--- config.mk ---
export PLATFORM = sky130hd
export DESIGN_NAME = cms_mode_sequencer
export DESIGN_NICKNAME = d
export VERILOG_FILES = /design/src/rtl/cms_mode_sequencer.v
export VERILOG_INCLUDE_DIRS = /design/src /design/src/rtl
export SDC_FILE = /design/constraint.sdc
export NUM_CORES = 1
export LEC_CHECK = 0
export BUFFER_PORTS_ARGS = -buffer_cell sky130_fd_sc_hd__buf_4
export CAP_MARGIN = 20
export CORE_UTILIZATION = 51
export CTS_CLUSTER_DIAMETER = 100
export CTS_CLUSTER_SIZE = 16
export DETAILED_ROUTE_END_ITERATION = 12
export GPL_ROUTABILITY_DRIVEN = 0
export GPL_TIMING_DRIVEN = 0
export PLACE_DENSITY = 0.79
export SETUP_SLACK_MARGIN = 0.2
export SKIP_LAST_GASP = 1
export SLEW_MARGIN = 20
export SYNTH_ARGS = -nofsm -noshare
export SYNTH_HDL_FRONTEND = slang
export SYNTH_SLANG_ARGS = --single-unit
--- constraint.sdc ---
create_clock -name clock_i -period 3.7 [get_ports clock_i]
set_input_delay 0.185 -clock clock_i [delete_from_list [all_inputs] [get_ports clock_i]]
set_output_delay 0.185 -clock clock_i [all_outputs]
set_load 0.01 [all_outputs]
--- src/rtl/cms_defines.vh ---
// Constants for the converter mode sequencer
`ifndef CMS_DEFINES_VH
`define CMS_DEFINES_VH

// ---------------------------------------------------------------------
// Register map (word aligned byte addresses)
// ---------------------------------------------------------------------
`define CMS_ADDR_CTRL        4'h0
`define CMS_ADDR_STATUS      4'h4
`define CMS_ADDR_CONFIG      4'h8

// ---------------------------------------------------------------------
// Control register fields (first_control_register)
// ---------------------------------------------------------------------
`define CMS_CTRL_SWITCH_ENABLE_BIT_BIT    0
`define CMS_CTRL_DISCH_BIT   1
`define CMS_CTRL_SSC_BIT     2
`define CMS_CTRL_DVS_BIT     3
`define CMS_CTRL_RESET       4'h1

// ---------------------------------------------------------------------
// Status register fields
// ---------------------------------------------------------------------
`define CMS_ST_MODE_LSB      0
`define CMS_ST_MODE_MSB      4
`define CMS_ST_SECONDARY_BIT 5
`define CMS_ST_EXTCLK_BIT    6
`define CMS_ST_ILIM_BIT      7

// ---------------------------------------------------------------------
// Timing
// ---------------------------------------------------------------------
`define CMS_INIT_TIME_US     400
`define CMS_CLK_MHZ          10
`define CMS_INIT_CYCLES      13'hfa0
`define CMS_SYNC_LOSS_CYC    8'h40

`endif

--- src/rtl/cms_mode_sequencer.v ---
// Operating-mode sequencer of a stackable step-down converter
//
// Summary of operation
// - Below reset threshold: no functions, registers invalid
// - Rising above reset threshold enters lockout mode
// - Lockout from reset: nothing; from standby: discharge
// - Registers stay valid during lockout mode
// - Lockout exits to reset, to initialization until done once, or to standby
// - Standby while any enable condition fails
// - Standby keeps interface, discharge, power good
// - On only when all four conditions hold
// - On mode enables switching and every function except discharge
// - Any failed condition returns on to standby
// - Supply under lockout threshold forces lockout mode
// - Lockout, overvoltage, thermal faults pull enable low
// - Current limit clamps only own amplifier
// - Lost external clock falls back to internal on primary only
// - Power good, serial interface only in primary
// - Voltage scaling commanded by primary only
// - Spread spectrum passed down chain from primary
// - External clock only at primary; secondaries chain
// - Secondaries keep output discharge enabled in standby and in lockout entered from standby or on
// - Initialize 400 us, sample strap pins then
//
// Chosen here: the address map and the Wishbone interface to the registers.
`timescale 1ns/100ps
`include "cms_defines.vh"

module cms_mode_sequencer (
    input  wire        clock_i,        // 10 MHz system clock
    input  wire        rst_n_i,        // Asynchronous reset, active low
    input  wire        wb_cyc_i,       // Wishbone cycle
    input  wire        wb_stb_i,       // Wishbone strobe
    input  wire        wb_we_i,        // Wishbone write enable
    input  wire [3:0]  wb_adr_i,       // Wishbone byte address
    input  wire [3:0]  wb_sel_i,       // Wishbone byte selects
    input  wire [31:0] wb_dat_i,       // Wishbone write data
    output reg  [31:0] wb_dat_o,       // Wishbone read data
    output reg         wb_ack_o,       // Wishbone acknowledge
    input  wire        supply_above_por_i,  // Supply over reset threshold
    input  wire        supply_above_undervoltage_lockout_i, // Supply over lockout threshold
    input  wire        supply_above_overvoltage_lockout_i, // Supply over overvoltage limit
    input  wire        temp_over_shdn_i,    // Junction over shutdown limit
    input  wire        current_limit_i,     // Own current limit active
    input  wire        enable_pin_i,        // Shared enable line level
    output wire        enable_pin_o,        // Enable line drive value (low)
    output wire        enable_pin_oe_o,     // Enable line pull-down active
    input  wire        vset1_pin_i,         // Voltage select strap 1
    input  wire        vset2_pin_i,         // Voltage select strap 2
    input  wire        sync_out_strap_i,    // High: output pin floats, primary
    input  wire        mode_sync_clk_i,     // Mode/sync input clock
    input  wire        osc_clk_i,           // Internal oscillator level
    output reg  [1:0]  vset_o,              // Latched voltage select
    output reg         secondary_o,         // Device is a stack secondary
    output reg  [4:0]  mode_o,              // One-hot operating mode
    output reg         switching_en_o,      // Power stage may switch
    output reg         discharge_en_o,      // Output discharge active
    output reg         serial_if_en_o,      // Serial interface available
    output reg         power_good_cmp_en_o, // Window comparator enabled
    output reg         dvs_en_o,            // Voltage scaling accepted
    output reg         ssc_en_o,            // Spread spectrum active
    output reg         ea_clamp_o,          // Error amplifier clamp
    output reg         soft_start_o,        // Pulse: new soft start
    output reg         phase_clk_o,         // Power stage timing source
    output reg         sync_out_o           // Chained sync output
);

// ---------------------------------------------------------------------
// States
// ---------------------------------------------------------------------
localparam [4:0] ST_POR   = 5'h01;
localparam [4:0] ST_UNDERVOLTAGE_LOCKOUT  = 5'h02;
localparam [4:0] ST_INIT  = 5'h04;
localparam [4:0] ST_STBY  = 5'h08;
localparam [4:0] ST_ON    = 5'h10;
localparam [12:0] INIT_CNT = `CMS_INIT_CYCLES;

// ---------------------------------------------------------------------
// Reset release and input synchronisers
// ---------------------------------------------------------------------
reg  [1:0] rst_sync_q;
wire       rst_n = rst_sync_q[1];

always @(posedge clock_i or negedge rst_n_i) begin
    if (!rst_n_i)
        rst_sync_q <= 2'h0;
    else
        rst_sync_q <= {rst_sync_q[0], 1'b1};
end

reg  [10:0] s1_q;
reg  [10:0] s2_q;
wire [10:0] raw = {osc_clk_i, mode_sync_clk_i, sync_out_strap_i, vset2_pin_i,
                   vset1_pin_i, enable_pin_i, current_limit_i, temp_over_shdn_i,
                   supply_above_overvoltage_lockout_i, supply_above_undervoltage_lockout_i, supply_above_por_i};

always @(posedge clock_i or negedge rst_n) begin
    if (!rst_n) begin
        s1_q <= 11'h0;
        s2_q <= 11'h0;
    end else begin
        s1_q <= raw;
        s2_q <= s1_q;
    end
end

wire por_ok   = s2_q[0];
wire undervoltage_lockout_ok  = s2_q[1];
wire overvoltage_lockout     = s2_q[2];
wire tshut    = s2_q[3];
wire ilim     = s2_q[4];
wire en_pin   = s2_q[5];
wire ext_clk  = s2_q[9];
wire osc      = s2_q[10];

// ---------------------------------------------------------------------
// Registers
// ---------------------------------------------------------------------
reg  [3:0] ctrl_q;
reg  [3:0] ctrl_d;
reg        regs_valid_q;
reg  [4:0] state_q;
reg  [4:0] state_d;
reg  [12:0] init_cnt_q;
reg        initialized_q;
reg        from_stby_q;
reg        ext_clk_q;
reg  [7:0] sync_cnt_q;
reg        ext_lock_q;

wire switch_enable_bit      = ctrl_q[`CMS_CTRL_SWITCH_ENABLE_BIT_BIT];
wire on_ok     = en_pin & switch_enable_bit & ~tshut & ~overvoltage_lockout;
wire stack_flt = ~undervoltage_lockout_ok | overvoltage_lockout | tshut;

// Secondaries drop the serial interface, so register writes only land on primary
wire bus_req = wb_cyc_i & wb_stb_i & ~wb_ack_o;
wire bus_wr  = bus_req & wb_we_i & wb_sel_i[0] & ~secondary_o;

always @* begin
    ctrl_d = ctrl_q;
    if (bus_wr && wb_adr_i == `CMS_ADDR_CTRL && regs_valid_q)
        ctrl_d = wb_dat_i[3:0];
end

// ---------------------------------------------------------------------
// Mode state machine
// ---------------------------------------------------------------------
always @* begin
    state_d = state_q;
    case (state_q)
        ST_POR: begin
            if (por_ok)
                state_d = ST_UNDERVOLTAGE_LOCKOUT;
        end
        ST_UNDERVOLTAGE_LOCKOUT: begin
            if (undervoltage_lockout_ok)
                state_d = initialized_q ? ST_STBY : ST_INIT;
        end
        ST_INIT: begin
            if (!undervoltage_lockout_ok)
                state_d = ST_UNDERVOLTAGE_LOCKOUT;
            else if (init_cnt_q == INIT_CNT)
                state_d = ST_STBY;
        end
        ST_STBY: begin
            if (!undervoltage_lockout_ok)
                state_d = ST_UNDERVOLTAGE_LOCKOUT;
            else if (on_ok)
                state_d = ST_ON;
        end
        ST_ON: begin
            if (!undervoltage_lockout_ok)
                state_d = ST_UNDERVOLTAGE_LOCKOUT;
            else if (!on_ok)
                state_d = ST_STBY;
        end
        default: state_d = ST_POR;
    endcase
    if (!por_ok)
        state_d = ST_POR;
end

always @(posedge clock_i or negedge rst_n) begin
    if (!rst_n) begin
        state_q       <= ST_POR;
        ctrl_q        <= `CMS_CTRL_RESET;
        regs_valid_q  <= 1'b0;
        init_cnt_q    <= 13'h0;
        initialized_q <= 1'b0;
        from_stby_q   <= 1'b0;
        vset_o        <= 2'h0;
        secondary_o   <= 1'b0;
    end else begin
        state_q <= state_d;
        if (state_q == ST_POR) begin
            ctrl_q        <= `CMS_CTRL_RESET;
            regs_valid_q  <= 1'b0;
            initialized_q <= 1'b0;
        end else begin
            ctrl_q       <= ctrl_d;
            regs_valid_q <= 1'b1;
        end
        if (state_q == ST_INIT) begin
            init_cnt_q <= init_cnt_q + 13'h1;
            vset_o      <= s2_q[7:6];
            secondary_o <= ~s2_q[8];
            if (state_d == ST_STBY)
                initialized_q <= 1'b1;
        end else begin
            init_cnt_q <= 13'h0;
        end
        if (state_d == ST_UNDERVOLTAGE_LOCKOUT && state_q != ST_UNDERVOLTAGE_LOCKOUT)
            from_stby_q <= (state_q == ST_STBY) || (state_q == ST_ON);
    end
end

// ---------------------------------------------------------------------
// External clock watchdog
// ---------------------------------------------------------------------
// A clock edge must show within the window or a primary's power stage runs on
// the internal oscillator; hardware cannot tell a slow clock from none.
always @(posedge clock_i or negedge rst_n) begin
    if (!rst_n) begin
        ext_clk_q  <= 1'b0;
        sync_cnt_q <= 8'h0;
        ext_lock_q <= 1'b0;
    end else begin
        ext_clk_q <= ext_clk;
        if (ext_clk != ext_clk_q) begin
            sync_cnt_q <= 8'h0;
            ext_lock_q <= 1'b1;
        end else if (sync_cnt_q == `CMS_SYNC_LOSS_CYC) begin
            ext_lock_q <= 1'b0;
        end else begin
            sync_cnt_q <= sync_cnt_q + 8'h1;
        end
    end
end

// ---------------------------------------------------------------------
// Function enables
// ---------------------------------------------------------------------
wire in_on   = (state_q == ST_ON);
wire in_stby = (state_q == ST_STBY);
wire in_undervoltage_lockout = (state_q == ST_UNDERVOLTAGE_LOCKOUT);
wire live    = in_on | in_stby;

always @(posedge clock_i or negedge rst_n) begin
    if (!rst_n) begin
        mode_o              <= ST_POR;
        switching_en_o      <= 1'b0;
        discharge_en_o      <= 1'b0;
        serial_if_en_o      <= 1'b0;
        power_good_cmp_en_o <= 1'b0;
        dvs_en_o            <= 1'b0;
        ssc_en_o            <= 1'b0;
        ea_clamp_o          <= 1'b0;
        soft_start_o        <= 1'b0;
        phase_clk_o         <= 1'b0;
        sync_out_o          <= 1'b0;
    end else begin
        mode_o         <= state_q;
        switching_en_o <= in_on;
        discharge_en_o <= ~in_on & ((live | (in_undervoltage_lockout & from_stby_q))
                          & (ctrl_q[`CMS_CTRL_DISCH_BIT] | secondary_o));
        serial_if_en_o      <= live & ~secondary_o;
        power_good_cmp_en_o <= live & ~secondary_o;
        dvs_en_o   <= in_on & ~secondary_o & ctrl_q[`CMS_CTRL_DVS_BIT];
        ssc_en_o   <= in_on & ~secondary_o & ctrl_q[`CMS_CTRL_SSC_BIT];
        ea_clamp_o <= in_on & ilim;
        soft_start_o <= in_stby & (state_d == ST_ON);
        // Secondaries always take timing from the chain input
        phase_clk_o <= (ext_lock_q | secondary_o) ? ext_clk : osc;
        sync_out_o  <= (ext_lock_q | secondary_o) ? ext_clk : osc;
    end
end

// Pull the shared line low during start-up and on stack-wide faults only
assign enable_pin_o    = 1'b0;
assign enable_pin_oe_o = ~rst_n | ~live | stack_flt;

// ---------------------------------------------------------------------
// Wishbone slave
// ---------------------------------------------------------------------
always @(posedge clock_i or negedge rst_n) begin
    if (!rst_n) begin
        wb_ack_o <= 1'b0;
        wb_dat_o <= 32'h0;
    end else begin
        wb_ack_o <= bus_req;
        if (bus_req && !wb_we_i) begin
            case (wb_adr_i)
                `CMS_ADDR_CTRL:   wb_dat_o <= {28'h0, ctrl_q & {4{regs_valid_q}}};
                `CMS_ADDR_STATUS: wb_dat_o <= {24'h0, ilim, ext_lock_q,
                                               secondary_o, state_q};
                `CMS_ADDR_CONFIG: wb_dat_o <= {30'h0, vset_o};
                default:          wb_dat_o <= 32'h0;
            endcase
        end
    end
end

endmodule // cms_mode_sequencer

==> metrics.md <==
| Metric | Value |
|---|---|
| DRC | 0 |
| Final setup viols | 0 |
| Outcome | finished clean |
| First-pass GRT wire length | 10810 um |
| Register area share after synthesis | 58.68% |
| Measured slew at the worst slew-check pin | 565.5 ps |
| Fraction of layout cells with a size suffix above 1 | 27.62% |
| Post-CTS setup buffers | 0 |
| Area delta synth->final | 26.99% |
| Max Cap Viol | 0 |
| Vias/cell | 4.771 |
| Pwr per Cell Area | 414.4 nW/um2 |
| Clk pin slew, worst setup/hold paths | 80 ps |
| Crit share post-route | 59.22% |
| Count leader, synth | dfrtp_1 |
| Total grt overflow | 0 |
| Setup crit end kind | output pin |
| Crit path kind | reg2out |
| Max Clk Rate | 456.4 MHz |
| Met1 Use GR | 23.02% |
| I/O Buffers | 52 |
| Drt wl/cell | 12.15 um |
| Post-synth top cells | dfrtp_1 (81), nor2_1 (31), buf_4 (30) |
| Post-Synthesis Cells | 315 |
| # rows | 30 |
| Ys flop type | dfrtp_1 |
| Worst EP required | 3510 ps |
| Critical path arrival | 2010 ps |
| Layout Skew | 8.952 ps |
| Fin crit period | 2191 ps |
| Routed Antenna Nets | 0 |
| Crit Path Max Fanout | 8 |
| Top cells by area in the synthesized netlist | dfrtp_1 (56%), buf_4 (6.3%), nor2_1 (3.2%) |
| Final net count | 475 |
| 1st-pass router iterations | 4 |
| Starting DRT DRC Count | 150 |
| CP Launch Type | flop |
| Post-DP HPWL | 4416 um |
| Die footprint | 7375 um2 |
| Core ar. | 6794 um2 |
| Initial core utilization | 52.82% |
| EDFF count, synth | 0 |
| Lkg Pwr | 2.204 nW |
| RSZ-0062 raised after global routing | false |
| H-Tree Depth | 3 |
| Final Util | 67.07% |
| Top cell type's share of synthesized area | 56.49% |
| Total global-route track usage | 19.43% |
| Yosys warns | 0 |
| Final hold violation count | 0 |
| Max clock buf depth | 2 |
| Met2 usage | 33.41% |
| Die height | 85.88 um |
| TritonCTS clock tree | built |
| Root buf cell | clkbuf_8 |
| Vias in the first global route | 2407 |
| Fin. max-slew vios | 0 |
| Tot Pwr | 0.001888 W |
| IO Pins | 109 |
| Largest net degree at the start of global routing | 61 |
| Ys async rst share | 100.0% |
| Initial antenna violation count | 0 |
| Number of synthesized register bits | 84 |
| Sum Neg Setup Slack | 0 ps |
| Peak VDD IR | 0.3078 mV |
| Clock sinks | 84 |
| Die width | 85.88 um |
| CTS Buf Count | 9 |
| Yosys cell types | 56 |
| Headroom to the max-slew limit | 62.17% |
| Via Count | 2462 |
| Insertion delay to the later sink of the worst-skew pair | 350 ps |
| Syn Area/Cell | 11.39 um2 |
| Yosys top cell by area | dfrtp_1 |
| Top Usage Layer GRT | met2 |
| M3 GR Usage | 5.101% |
| Antenna Cells | 0 |
| Syn Std Cell Area | 3588 um2 |
| Hold Path Class | in2reg |
| Final WL | 6268 um |
==> power by group <==
part           leakage, nW  internal [W]  total [W]  switching, W
sequential            1.09      0.000959   0.000994     0.0000348
combinational         1.01      0.000102   0.000198     0.0000953
clock                0.113      0.000395   0.000697      0.000302
==> state kept, by name, indices dropped and copies added (netlist names), 2 cells and up <==
| signal | flops |
|---|---|
| init_cnt_q | 13 |
| sync_cnt_q | 8 |
| vset_o | 2 |
| wb_dat_o | 8 |
| state_q | 5 |
| s2_q | 11 |
| rst_sync_q | 2 |
| s1_q | 11 |
| ctrl_q | 4 |
| mode_o | 5 |
==> layer usage <==
metal  share of wire, %  wire [um]  up-vias
met1                 42       2656     1183
met2                 52       3237       56
met5                  0          0        -
met4                1.8        113        0
li1                   -          -     1211
met3                4.2        261       12
==> stage by stage <==
step / hold WS (ps) / area [um2] / instances / setup WS (ps)
finish: 62.93 / 4557 / 516 / 1509
floorplan: -110.6 / 3679 / 339 / 852.0
detailed placement: -30.85 / 4220 / 488 / 1858
global route: 57.00 / 4557 / 516 / 1345
CTS: 46.46 / 4557 / 516 / 1450
global placement: -31.33 / 4189 / 487 / 156.5
==> cell families after synthesis <==
kind of cell,Yosys count,synth area share [%]
AOI/OAI and AO/OA,35,6.521
xor gates and xnor gates,19,4.847
adders and majority gates,4,1.395
buffers and inverters,47,8.543
DFF,84,58.68
muxes,8,2.336
other,2,0.2093
and+or+nand+nor,116,17.47
==> final timing paths <==
check	start	to	slack, ps	cells past startpoint
max	state_q[1]	enable_pin_oe_o	1510	5
min	wb_dat_i[0]	ctrl_q[0]	60	3
max reg2reg	sync_cnt_q[0]	sync_cnt_q[0]	2140	6
min reg2reg	rst_sync_q[1]	s1_q[7]	230	0
max in group asynchronous	rst_sync_q[1]	mode_o[0]	2830	1
min in group asynchronous	rst_n_i	rst_sync_q[1]	140	2
==> repair_timing <==
item	in CTS	in global routing
hold buffers	12	0
hold endpoints to repair	13	0
gates resized for setup	0	0
==> cell type report <==
class | count | area, um2
Fill cell | 533 | 2237
Sequential cell | 84 | 2110
Multi-Input combinational cell | 208 | 1266
Timing Repair Buffer | 65 | 538.0
Buffer | 38 | 272.8
Clock buffer | 11 | 141.4
Tap cell | 96 | 120.1
Clock inverter | 5 | 75.07
Inverter | 9 | 33.78
==> placed cells by master (no fill, tap or decap), drive strengths merged, types with 9 or more instances in the layout <==
cell type and count:
buf 88, clkbuf 14, conb 26, dfrtp 81, dlygate4sd3 12, inv 9, nand2 27, nand3 13
nor2 31, o21ai 13, xor2 14
==> critical path, stage by stage (launching register included) <==
cell and delay, ps:
dfrtp_1 400, buf_6 150, nor3_4 230, nand2_1 170
or4_1 540, buf_4 170
Note: power is estimated with default switching activity, not from simulation.
